### src/logic/pio_pkg.sv
// Purpose: shared constants and carriers of the parallel port block
// Assumes: six ports of eight pins, flat pin index = port*8 + bit
// Notes: pin masks are per variant, bit 0 is pin 0 of the first port
`default_nettype none
package pio_pkg;

    // ******************************************
    // sizes
    // ******************************************
    localparam int NPORT = 6;
    localparam int NPIN = 48;
    localparam int NSRC = 4;

    // ******************************************
    // register map (byte addresses, port register word indices)
    // ******************************************
    localparam logic [7:0] PORT_STRIDE = 8'h10;
    localparam logic [1:0] REG_DATA = 2'h0;
    localparam logic [1:0] REG_DIR = 2'h1;
    localparam logic [1:0] REG_OPT = 2'h2;
    localparam logic [1:0] REG_BITOP = 2'h3;
    localparam logic [7:0] OFF_MISC = 8'h60;
    localparam logic [7:0] OFF_STAT = 8'h64;
    localparam logic [7:0] OFF_MASK = 8'h68;
    localparam int BITOP_CLR_POS = 8;

    // ******************************************
    // reset values
    // ******************************************
    localparam logic [NPIN-1:0] RST_DIR = 48'h0000_0000_0000;
    localparam logic [NPIN-1:0] RST_OPT = 48'h0000_0000_0000;
    localparam logic [NPIN-1:0] RST_DATA = 48'h0000_0000_0000;
    localparam logic [3:0] RST_MISC = 4'h0;
    localparam logic [NSRC-1:0] RST_MASK = 4'h0;

    // ******************************************
    // sensitivity codes of a two-bit polarity field
    // ******************************************
    localparam logic [1:0] SENS_LOW = 2'h0;
    localparam logic [1:0] SENS_RISE = 2'h1;
    localparam logic [1:0] SENS_FALL = 2'h2;
    localparam logic [1:0] SENS_BOTH = 2'h3;

    // ******************************************
    // pin capability masks, small variant
    // ******************************************
    localparam logic [NPIN-1:0] SM_PRESENT = 48'h0000_003F_FFFF;
    localparam logic [NPIN-1:0] SM_FULL = 48'h0000_003F_FF00;
    localparam logic [NPIN-1:0] SM_SRC0 = 48'h0000_0000_00FF;
    localparam logic [NPIN-1:0] SM_SRC1 = 48'h0000_003F_FF00;

    // ******************************************
    // pin capability masks, large variant
    // ******************************************
    localparam logic [NPIN-1:0] LG_PRESENT = 48'hD7F3_FFFF_FFFF;
    localparam logic [NPIN-1:0] LG_FULL = 48'hD703_FFFF_FF0F;
    localparam logic [NPIN-1:0] LG_SRC0 = 48'h0000_0000_000F;
    localparam logic [NPIN-1:0] LG_SRC1 = 48'h0700_0000_0000;
    localparam logic [NPIN-1:0] LG_SRC2 = 48'h0000_0000_0F00;
    localparam logic [NPIN-1:0] LG_SRC3 = 48'h0000_0000_F000;

    // ******************************************
    // carriers
    // ******************************************
    typedef struct packed {
        logic psel;
        logic penable;
        logic pwrite;
        logic [7:0] paddr;
        logic [31:0] pwdata;
        logic [3:0] pstrb;
    } pio_apb_req_type;

    typedef struct packed {
        logic [31:0] prdata;
        logic pready;
        logic pslverr;
    } pio_apb_rsp_type;

    typedef struct packed {
        logic [NPIN-1:0] out;
        logic [NPIN-1:0] oe;
        logic [NPIN-1:0] pu;
    } pio_drive_type;

endpackage
`default_nettype wire

### src/logic/pio_irq_group.sv
// Purpose: sensitivity detector of one external interrupt source
// Assumes: lvl_in is the wired-and of the enabled member pins
// Notes: a group with no member enabled rests high
`default_nettype none
module pio_irq_group (
    input wire logic sys_clk,
    input wire logic rst,
    input wire logic [1:0] sens,
    input wire logic lvl_in,
    output logic hit
);
    import pio_pkg::*;

    logic prev_r;

    // ******************************************
    // detection
    // ******************************************
    // low level also covers the falling edge itself
    assign hit = (sens == SENS_LOW) ? ~lvl_in :
                 (sens == SENS_RISE) ? (lvl_in & ~prev_r) :
                 (sens == SENS_FALL) ? (~lvl_in & prev_r) :
                 (lvl_in ^ prev_r);

    always_ff @(posedge sys_clk or posedge rst) begin
        if (rst) begin
            prev_r <= 1'b1;
        end else begin
            prev_r <= lvl_in;
        end
    end

    // ******************************************
    // checks
    // ******************************************
    a_rise_detect: assert property (@(posedge sys_clk) disable iff (rst)
        (sens == SENS_RISE) && lvl_in && !$past(lvl_in) |-> hit)
        else $error("rising edge missed");
    a_fall_detect: assert property (@(posedge sys_clk) disable iff (rst)
        (sens == SENS_FALL) && hit |-> !lvl_in && $past(lvl_in))
        else $error("falling hit without edge");

endmodule
`default_nettype wire

### src/logic/pio_port.sv
// Purpose: bit-configurable parallel ports with grouped pin interrupts
// Assumes: APB slave, 32-bit data, one wait state on every access
// Notes: LARGE_VARIANT selects the six-port layout, else three ports
`default_nettype none
module pio_port #(
    parameter bit LARGE_VARIANT = 1'b0
) (
    input wire logic sys_clk,
    input wire logic rst,
    input wire pio_pkg::pio_apb_req_type apb_req,
    output pio_pkg::pio_apb_rsp_type apb_rsp,
    input wire logic [pio_pkg::NPIN-1:0] pin_in,
    output pio_pkg::pio_drive_type pin_drv,
    input wire logic [pio_pkg::NPIN-1:0] alt_oe,
    input wire logic [pio_pkg::NPIN-1:0] alt_out,
    output logic [pio_pkg::NPIN-1:0] alt_in,
    output logic [pio_pkg::NSRC-1:0] ext_irq_src,
    output logic irq
);
    import pio_pkg::*;

    // ******************************************
    // capability functions
    // ******************************************
    function automatic logic [NPIN-1:0] src_mask(input int k);
        logic [NPIN-1:0] m;
        m = '0;
        if (LARGE_VARIANT) begin
            unique case (k)
                0: m = LG_SRC0;
                1: m = LG_SRC1;
                2: m = LG_SRC2;
                default: m = LG_SRC3;
            endcase
        end else if (k == 0) begin
            m = SM_SRC0;
        end else if (k == 1) begin
            m = SM_SRC1;
        end
        return m;
    endfunction

    // which polarity pair steers a source
    function automatic logic pol_upper(input int k);
        return LARGE_VARIANT ? (k >= 2) : (k != 0);
    endfunction

    localparam logic [NPIN-1:0] PRESENT =
        LARGE_VARIANT ? LG_PRESENT : SM_PRESENT;
    // pins with pull-up and push-pull; the others are open drain only
    localparam logic [NPIN-1:0] FULL = LARGE_VARIANT ? LG_FULL : SM_FULL;

    // ******************************************
    // state
    // ******************************************
    logic [NPIN-1:0] dir_r, opt_r, data_r;
    logic [NPIN-1:0] dir_nxt, opt_nxt, data_nxt;
    logic [NPIN-1:0] pin_s1_r;
    logic [3:0] misc_r, misc_nxt;
    logic [NSRC-1:0] stat_r, stat_nxt, mask_r, mask_nxt;
    logic [NSRC-1:0] hit;
    logic [NSRC-1:0] grp_lvl;
    logic [NSRC-1:0] grp_en;
    pio_drive_type drv_nxt;
    pio_apb_rsp_type rsp_nxt;

    // ******************************************
    // APB decode
    // ******************************************
    wire access = apb_req.psel & apb_req.penable;
    wire commit = access & apb_rsp.pready;
    wire wr = commit & apb_req.pwrite;
    wire [2:0] port_idx = apb_req.paddr[6:4];
    wire [1:0] reg_idx = apb_req.paddr[3:2];
    wire in_ports = (apb_req.paddr[1:0] == 2'h0) &&
                    (apb_req.paddr < (PORT_STRIDE * 8'(NPORT)));
    wire hit_misc = apb_req.paddr == OFF_MISC;
    wire hit_stat = apb_req.paddr == OFF_STAT;
    wire hit_mask = apb_req.paddr == OFF_MASK;
    wire mapped = in_ports | hit_misc | hit_stat | hit_mask;
    wire lane0 = apb_req.pstrb[0];
    wire lane1 = apb_req.pstrb[1];
    wire [7:0] wbyte = apb_req.pwdata[7:0];
    wire [7:0] cbyte = apb_req.pwdata[15:8];

    // per-port read view: latch for outputs, pin for inputs
    wire [NPIN-1:0] data_view = ((dir_r & data_r) | (~dir_r & alt_in))
                                & PRESENT;
    wire [7:0] rd_data = data_view[port_idx*8 +: 8];
    wire [7:0] rd_dir = dir_r[port_idx*8 +: 8];
    wire [7:0] rd_opt = opt_r[port_idx*8 +: 8];
    wire [7:0] rd_port = (reg_idx == REG_DATA) ? rd_data :
                         (reg_idx == REG_DIR) ? rd_dir :
                         (reg_idx == REG_OPT) ? rd_opt : 8'h00;
    wire [31:0] rd_word = in_ports ? {24'h000000, rd_port} :
                          hit_misc ? {28'h0000000, misc_r} :
                          hit_stat ? {28'h0000000, stat_r} :
                          hit_mask ? {28'h0000000, mask_r} : 32'h00000000;

    // ******************************************
    // register writes
    // ******************************************
    wire wr_port = wr & in_ports & lane0;
    wire [NPIN-1:0] sel_port = {{(NPIN-8){1'b0}}, 8'hFF} << (port_idx * 8);
    wire [NPIN-1:0] wide_w = {NPORT{wbyte}} & sel_port;
    wire [NPIN-1:0] wide_c = {NPORT{cbyte & {8{lane1}}}} & sel_port;
    wire wr_data = wr_port & (reg_idx == REG_DATA);
    wire wr_bitop = wr & in_ports & (reg_idx == REG_BITOP);
    wire [NPIN-1:0] bit_set = wide_w & {NPIN{lane0}};

    always_comb begin
        data_nxt = data_r;
        dir_nxt = dir_r;
        opt_nxt = opt_r;
        if (wr_data) begin
            data_nxt = (data_r & ~sel_port) | wide_w;
        end
        if (wr_bitop) begin
            data_nxt = (data_r | bit_set) & ~wide_c;
        end
        if (wr_port && (reg_idx == REG_DIR)) begin
            dir_nxt = ((dir_r & ~sel_port) | wide_w) & PRESENT;
        end
        if (wr_port && (reg_idx == REG_OPT)) begin
            opt_nxt = ((opt_r & ~sel_port) | wide_w) & PRESENT;
        end
    end

    assign misc_nxt = (wr & hit_misc & lane0) ? wbyte[3:0] : misc_r;
    assign mask_nxt = (wr & hit_mask & lane0) ? wbyte[NSRC-1:0] : mask_r;
    // a new event outranks a write-one-to-clear in the same cycle
    wire [NSRC-1:0] w1c = (wr & hit_stat & lane0) ? wbyte[NSRC-1:0] : 4'h0;
    assign stat_nxt = (stat_r & ~w1c) | hit;

    // ******************************************
    // pin drive
    // ******************************************
    wire [NPIN-1:0] eff_dir = (dir_r | alt_oe) & PRESENT;
    wire [NPIN-1:0] eff_val = (alt_oe & alt_out) | (~alt_oe & data_r);
    // push-pull only where the pin can source current
    wire [NPIN-1:0] push = opt_r & FULL;

    always_comb begin
        drv_nxt.oe = eff_dir & (push | ~eff_val);
        drv_nxt.out = eff_val & push;
        drv_nxt.pu = ~eff_dir & opt_r & FULL;
    end

    // ******************************************
    // interrupt groups
    // ******************************************
    // input, option set and capable: only these feed a group
    wire [NPIN-1:0] irq_pin = ~eff_dir & opt_r & PRESENT;

    genvar k;
    generate
        for (k = 0; k < NSRC; k++) begin : g_src
            wire [NPIN-1:0] members = irq_pin & src_mask(k);
            wire [1:0] sens = pol_upper(k) ? misc_r[3:2] : misc_r[1:0];
            // wired-and: any enabled member low pulls the group low
            assign grp_lvl[k] = &(alt_in | ~members);
            assign grp_en[k] = |members;
            pio_irq_group u_grp (
                .sys_clk(sys_clk),
                .rst(rst),
                .sens(sens),
                .lvl_in(grp_lvl[k]),
                .hit(hit[k])
            );
        end
    endgenerate

    // ******************************************
    // response
    // ******************************************
    always_comb begin
        rsp_nxt.pready = access & ~apb_rsp.pready;
        rsp_nxt.prdata = (access & ~apb_rsp.pready & ~apb_req.pwrite) ?
                         rd_word : 32'h00000000;
        rsp_nxt.pslverr = access & ~apb_rsp.pready & ~mapped;
    end

    // ******************************************
    // flops
    // ******************************************
    always_ff @(posedge sys_clk or posedge rst) begin
        if (rst) begin
            dir_r <= RST_DIR;
            opt_r <= RST_OPT;
            data_r <= RST_DATA;
            misc_r <= RST_MISC;
            mask_r <= RST_MASK;
            stat_r <= '0;
        end else begin
            dir_r <= dir_nxt;
            opt_r <= opt_nxt;
            data_r <= data_nxt;
            misc_r <= misc_nxt;
            mask_r <= mask_nxt;
            stat_r <= stat_nxt;
        end
    end

    // pins are asynchronous: two stages before any use
    always_ff @(posedge sys_clk or posedge rst) begin
        if (rst) begin
            pin_s1_r <= '0;
            alt_in <= '0;
        end else begin
            pin_s1_r <= pin_in;
            alt_in <= pin_s1_r;
        end
    end

    always_ff @(posedge sys_clk or posedge rst) begin
        if (rst) begin
            pin_drv <= '0;
            apb_rsp <= '0;
            ext_irq_src <= '0;
            irq <= 1'b0;
        end else begin
            pin_drv <= drv_nxt;
            apb_rsp <= rsp_nxt;
            ext_irq_src <= stat_r & mask_r;
            irq <= |(stat_r & mask_r);
        end
    end

    // ******************************************
    // checks
    // ******************************************
    a_input_no_drive: assert property (@(posedge sys_clk) disable iff (rst)
        (pin_drv.oe & ~$past(eff_dir)) == '0)
        else $error("input pin driven");
    a_od_never_high: assert property (@(posedge sys_clk) disable iff (rst)
        (pin_drv.out & ~$past(push)) == '0)
        else $error("open drain pin drives high");
    a_pullup_capable: assert property (@(posedge sys_clk) disable iff (rst)
        (pin_drv.pu & ~FULL) == '0)
        else $error("pull-up on incapable pin");
    a_stat_set_wins: assert property (@(posedge sys_clk) disable iff (rst)
        hit[0] |=> stat_r[0])
        else $error("source event lost");
    a_irq_level: assert property (@(posedge sys_clk) disable iff (rst)
        ##1 irq == |($past(stat_r) & $past(mask_r)))
        else $error("interrupt level wrong");
    a_idle_group_quiet: assert property (@(posedge sys_clk) disable iff (rst)
        !grp_en[0] && !$past(grp_en[0]) |-> !hit[0])
        else $error("empty group raised event");
    a_apb_one_wait: assert property (@(posedge sys_clk) disable iff (rst)
        access && !apb_rsp.pready |=> apb_rsp.pready)
        else $error("apb answer late");
    a_alt_handover: assert property (@(posedge sys_clk) disable iff (rst)
        ((pin_drv.out ^ $past(alt_out)) & $past(alt_oe & push)) == '0)
        else $error("peripheral output not passed");
    a_dir_reset: assert property (@(posedge sys_clk)
        $fell(rst) |-> dir_r == '0 && opt_r == '0)
        else $error("config not cleared by reset");

    c_write_dir: cover property (@(posedge sys_clk) disable iff (rst)
        wr_port && reg_idx == REG_DIR);
    c_irq_raised: cover property (@(posedge sys_clk) disable iff (rst)
        $rose(irq));
    c_alt_take: cover property (@(posedge sys_clk) disable iff (rst)
        |(alt_oe & dir_r));
    c_unmapped: cover property (@(posedge sys_clk) disable iff (rst)
        apb_rsp.pslverr);

endmodule
`default_nettype wire

### config.mk
export PLATFORM = sky130hd
export DESIGN_NAME = pio_port
export DESIGN_NICKNAME = d
export VERILOG_FILES = /design/src/logic/pio_pkg.sv /design/src/logic/pio_irq_group.sv /design/src/logic/pio_port.sv
export SDC_FILE = /design/constraint.sdc
export NUM_CORES = 1
export LEC_CHECK = 0
export BUFFER_PORTS_ARGS = -buffer_cell sky130_fd_sc_hd__buf_2
export CORE_ASPECT_RATIO = 0.5
export CORE_MARGIN = 3
export CORE_UTILIZATION = 35
export DETAILED_ROUTE_END_ITERATION = 8
export HOLD_SLACK_MARGIN = 0.15
export PLACE_DENSITY = 0.71
export SYNTH_ARGS = -nofsm -noshare
export SYNTH_HDL_FRONTEND = slang
export SYNTH_SLANG_ARGS = --single-unit
### constraint.sdc
create_clock -name sys_clk -period 14 [get_ports sys_clk]
set_input_delay 2.1 -clock sys_clk [delete_from_list [all_inputs] [get_ports sys_clk]]
set_output_delay 2.1 -clock sys_clk [all_outputs]
set_load 0.05 [all_outputs]
== Word level (Yosys, flattened, before mapping) ==
Cells that the tools add are included.

* Bits in registers: 351
* Bits in latches: 0
* RAM bits: 0
* Bits in read-only memories: 0
* Input port bits: 193
* Output and inout bits: 231
* Logic and storage cells: 130
* Memories: 0

* Add/sub/neg operators: 0
* Multiply operators: 0
* Div/mod/pow operators: 0
* Order comparisons: 1
* Eq/ne operators: 10
* Shifts and indexed selects: 4
* Mux-type cells: 17
* Bitwise logic cells: 69
* Reduce and logical (&&, ||, !) cells: 11

{| class="wikitable"
|+ Operators by type and width
! operator !! count
|-
| $and 48x48->48 || 7
|-
| $or 48x48->48 || 5
|-
| $not 48->48 || 4
|-
| $shiftx 48x7->8 || 3
|-
| $and 22x22->22 || 5
|-
| $mux 48 || 2
|-
| $reduce_and 48->1 || 2
|-
| $or 22x22->22 || 4
|-
| $and 22x48->48 || 1
|-
| $and 48x22->48 || 1
|-
| $not 22->48 || 1
|-
| $not 8->48 || 1
|-
| $or 22x48->48 || 1
|-
| $shl 8x6->48 const A || 1
|-
| $not 22->22 || 2
|-
| $mux 8 || 5
|-
| $eq 8x7->1 const B || 3
|-
| $and 1x1->1 || 20
|-
| $mux 4 || 4
|-
| $and 4x4->4 || 2
|-
| $and 8x8->8 || 1
|-
| $eq 2x2->1 const B || 4
|-
| $logic_not 2->1 || 4
|-
| $lt 8x7->1 const B || 1
|-
| other kinds (10) || 28
|}

== Depth between registers and ports, before layout ==
* Depth after elaboration: 12
* Depth in mapped cells: 10
* Depth with buffers taken out: 10

== Modules after synthesis ==
A second synthesis with hierarchy kept.

* Cell total of the unflattened synthesis: 822
* Area total of the unflattened synthesis: 10426.2 um^2

{| class="wikitable"
|+ Modules (own cells, without submodules)
! module !! instances !! cells an instance !! area an instance (um^2) !! sequential area each (um^2)
|-
| pio_port || 1 || 790 || 10070.9 || 5980.7
|-
| pio_irq_group || 4 || 8 || 88.8 || 26.3
|}

== Worst setup path before layout ==
Ideal clock, no wire load.

* Path kind: input -> register
* From: input alt_oe[12] (netlist bit)
* To: register stat_r[1]
* Library setup time: 0.144 ns
* Arrival: 3.645 ns
* Data required time: 13.856 ns
* Slack: 10.211 ns
* Stages: 10
* Buffers on the path: 0
* Cells stage by stage: nor3b_1 nor2b_1 a2111o_1 a2111oi_2 inv_1 ha_1 inv_1 mux2i_1 a21oi_1 o211ai_1

* Word-level cells in the longest chain between the ends: 12
* Elaborated cells on any way between the ends: 14
* Those cells by class: mux (3); bitwise (10); reduce/logical (1)

{| class="wikitable"
|+ RTL lines
! item !! RTL line !! text
|-
| start: declaration || pio_port.sv:14 || <nowiki>input wire logic [pio_pkg::NPIN-1:0] alt_oe,</nowiki>
|-
| $or 22x22->22 * || pio_port.sv:138 || <nowiki>wire [NPIN-1:0] eff_dir = (dir_r | alt_oe) & PRESENT;</nowiki>
|-
| $not 22->22 * || pio_port.sv:153 || <nowiki>wire [NPIN-1:0] irq_pin = ~eff_dir & opt_r & PRESENT;</nowiki>
|-
| $and 22x22->22 * || pio_port.sv:153 ||
|-
| $not 22->48 * || pio_port.sv:161 || <nowiki>assign grp_lvl[k] = &(alt_in | ~members);</nowiki>
|-
| $or 48x48->48 * || pio_port.sv:161 ||
|-
| $reduce_and 48->1 * || pio_port.sv:161 ||
|-
| named net g_src[1].u_grp.lvl_in || pio_irq_group.sv:9 || <nowiki>input wire logic lvl_in,</nowiki>
|-
| $not 1->1 || pio_irq_group.sv:20, pio_irq_group.sv:22 ||
|-
| $and 1x1->1 || pio_irq_group.sv:22 || <nowiki>(sens == SENS_FALL) ? (~lvl_in & prev_r) :</nowiki>
|-
| $mux 1 || pio_irq_group.sv:22 ||
|-
| $mux 1 || pio_irq_group.sv:21 || <nowiki>(sens == SENS_RISE) ? (lvl_in & ~prev_r) :</nowiki>
|-
| $mux 1 * || pio_irq_group.sv:20 || <nowiki>assign hit = (sens == SENS_LOW) ? ~lvl_in :</nowiki>
|-
| $or 4x2->4 * || pio_port.sv:133 || <nowiki>assign stat_nxt = (stat_r & ~w1c) | hit;</nowiki>
|-
| named net stat_nxt[1] || pio_port.sv:60 || <nowiki>logic [NSRC-1:0] stat_r, stat_nxt, mask_r, mask_nxt;</nowiki>
|-
| end signal: assignment || pio_port.sv:200 || <nowiki>stat_r <= stat_nxt;</nowiki>
|-
| end: declaration || pio_port.sv:60 ||
|}

Mark *: on every way through the listed nets, which the timed path passes. The rest lies on a longest branch.
A chain may end at the register's enable or synchronous reset.

==> results.cfg <==
[status]
outcome = finished clean

[place]
dp_hpwl_um = 20000
place_area_mm2 = 0.01129
place_inst = 1405
place.gp.congestion = 0.8516
place.port_buffers = 235

[cts]
cts-buffers-inserted = 23
h-tree-depth = 1
cts_root_buffer = clkbuf_16
clock-sinks = 241
clk_latency_ps = 520
clkTransAtPathRegs_ps = 70
post_cts_buffers = 0
cts_tree = yes
clockBufferDepth = 3
holdBufCountCts = 0
cts_resized = 0

[timing]
skew_ps = 19.78
post-route-period-util_pct = 31.27
tns_ps = 0
slew_violations = 0
worstMarginPinSlew_ps = 1240
timing.slew.headroom_pct = 17.15
fmax_ghz = 0.2285
fin_crit_ps = 4377
setup_viol = 0
rsz0062_at_grt = no
final_hold_viol_count = 0

[floorplan]
die_w_um = 246.9
start_util_pct = 36.10
pin_count = 424
num_rows = 43
coreArea_mm2 = 0.02814
floorplan.die.height_um = 126.5
dieArea_mm2 = 0.03122

[detailed_routing]
detail-route-antenna-nets = 0
vias = 6973
drtIter0Drc = 584
routedWlPerCell_um = 18.78
vias_per_cell = 4.802
wl_um = 27270
first_pass_iters = 5
drc = 0

[yosys]
yosysTopAreaCell = dfrtp_1
synth_area_per_cell_um2 = 12.56
synth.cell_area_mm2 = 0.01016
yosysUniqueCellTypes = 55
ys_ff_latch = 241
async_flop_share_pct = 100.0
synth_top_area_share_pct = 58.88
synthCells = 809
synth_flop_cell = dfrtp_1
synth_edf_count = 0
synth_warnings = 0
seq_area_frac_synth_pct = 59.40
ys_top_cells_by_area = dfrtp_1, buf_4, mux2_2

[hold_path]
worstHoldStart = pin_s1_r[5]$_DFF_PP0_
min_to = alt_in[5]$_DFF_PP0_
hp-class = reg2reg
hold_depth = 0

[layout]
nets = 1245
mostFrequentLayoutCell = dfrtp_1
drive_above_1_share_pct = 32.39
syn_to_final_growth_pct = 19.20
final_cell_mix = dfrtp_1, buf_2, conb_1
multi_input_area_mm2 = 0.003510
seqCellArea_mm2 = 0.006033
final_area_mm2 = 0.01211
final_cells = 1452
nFillCells = 2638

[power]
ir_worst_vdd_mv = 0.07367
power_density_mw_per_mm2 = 130.0
p_total_mw = 1.574
leakage_nw = 6.102

[global_route]
grt_max_degree = 126
grt_pass1_wl_um = 41000
antenna_found_initial = 7
grt-ovfl-total = 0
grt_pass1_vias = 7101
track_usage_pct = 17.00

[setup_path]
reg2regPathDepth = 11
worst-path-max-fanout = 30
r2r_end = stat_r[1]$_DFF_PP0_
crit_arrival_ps = 4770
crit_required_ps = 14390
crit_start = apb_req[41]
crit_path_end_kind = flip-flop
crit_type = in2reg
rrSetupSlack_ps = 11240
worst_setup_path_start_kind = input port

[job]
cap_violations = 0
-- cell usage after synthesis (12+ instances only) --
cell        n
nor3b_1    12
nand2_1    22
mux2_2     52
nand2b_1   14
dfrtp_1   239
o22a_1     13
mux2i_1    57
o21ai_0    66
clkbuf_1   13
nor2b_1    26
buf_4     119
a21oi_1    28
nor2_1     24
inv_1      16
-- stage by stage --
step | util (%) | setup slack (ps) | hold WS (ps)
2_1_floorplan | - | 5287 | 331.2
3_3_place_gp | 40.14 | 9247 | 331.3
3_5_place_dp | 40.14 | 9191 | 334.7
4_1_cts | 42.99 | 9693 | 346.2
5_1_grt | 43.03 | 9627 | 348.4
6_report | 43.03 | 9623 | 341.4
-- logic make-up after synthesis --
group	count (synthesis)	synth area share, %
and+or+nand+nor	148	8.857
AOI/OAI and AO/OA	147	9.239
muxes	110	11.60
buffers and inverters	158	10.37
DFF	241	59.40
other	1	0.03692
adders and majority gates	4	0.4928
-- worst max-delay path by stage --
stage | endpoint | slack [ps]
floorplan | asynchronous set/reset pin | 5290
global placement | flip-flop | 9250
detailed placement | flip-flop | 9190
CTS | flip-flop | 9690
global route | flip-flop | 9630
finish | flip-flop | 9620
-- critical path, stage by stage --
cell and delay (ps):
buf_2 340, a2111oi_4 620, nand4bb_2 260, nor2b_1 1010
mux2_2 430
-- final cells by class --
class                      count  share of cell area [%]
antenna                        5                  0.1033
clock inverter                11                   1.199
sequential                   241                   49.83
clock buffer                  31                   5.415
timing repair buffer         239                   9.962
multi-input combinational    527                   28.99
inverter                      16                  0.5580
tap                          382                   3.947
-- report_power, final --
part	switching, mW	leakage (nW)	internal (mW)	total (mW)
combinational	0.160	2.60	0.0326	0.192
clock	0.271	0.398	0.387	0.658
sequential	0.00880	3.10	0.715	0.724
-- routing by layer --
layer	vias to the layer above	GRT usage (%)	part of all wire (%)
li1	3087	-	-
met1	3545	20.29	37
met2	269	30.04	52
met3	68	3.528	6.7
met4	4	7.064	4.1
met5	-	0	0.099
Power figures use the tool's default switching activity.
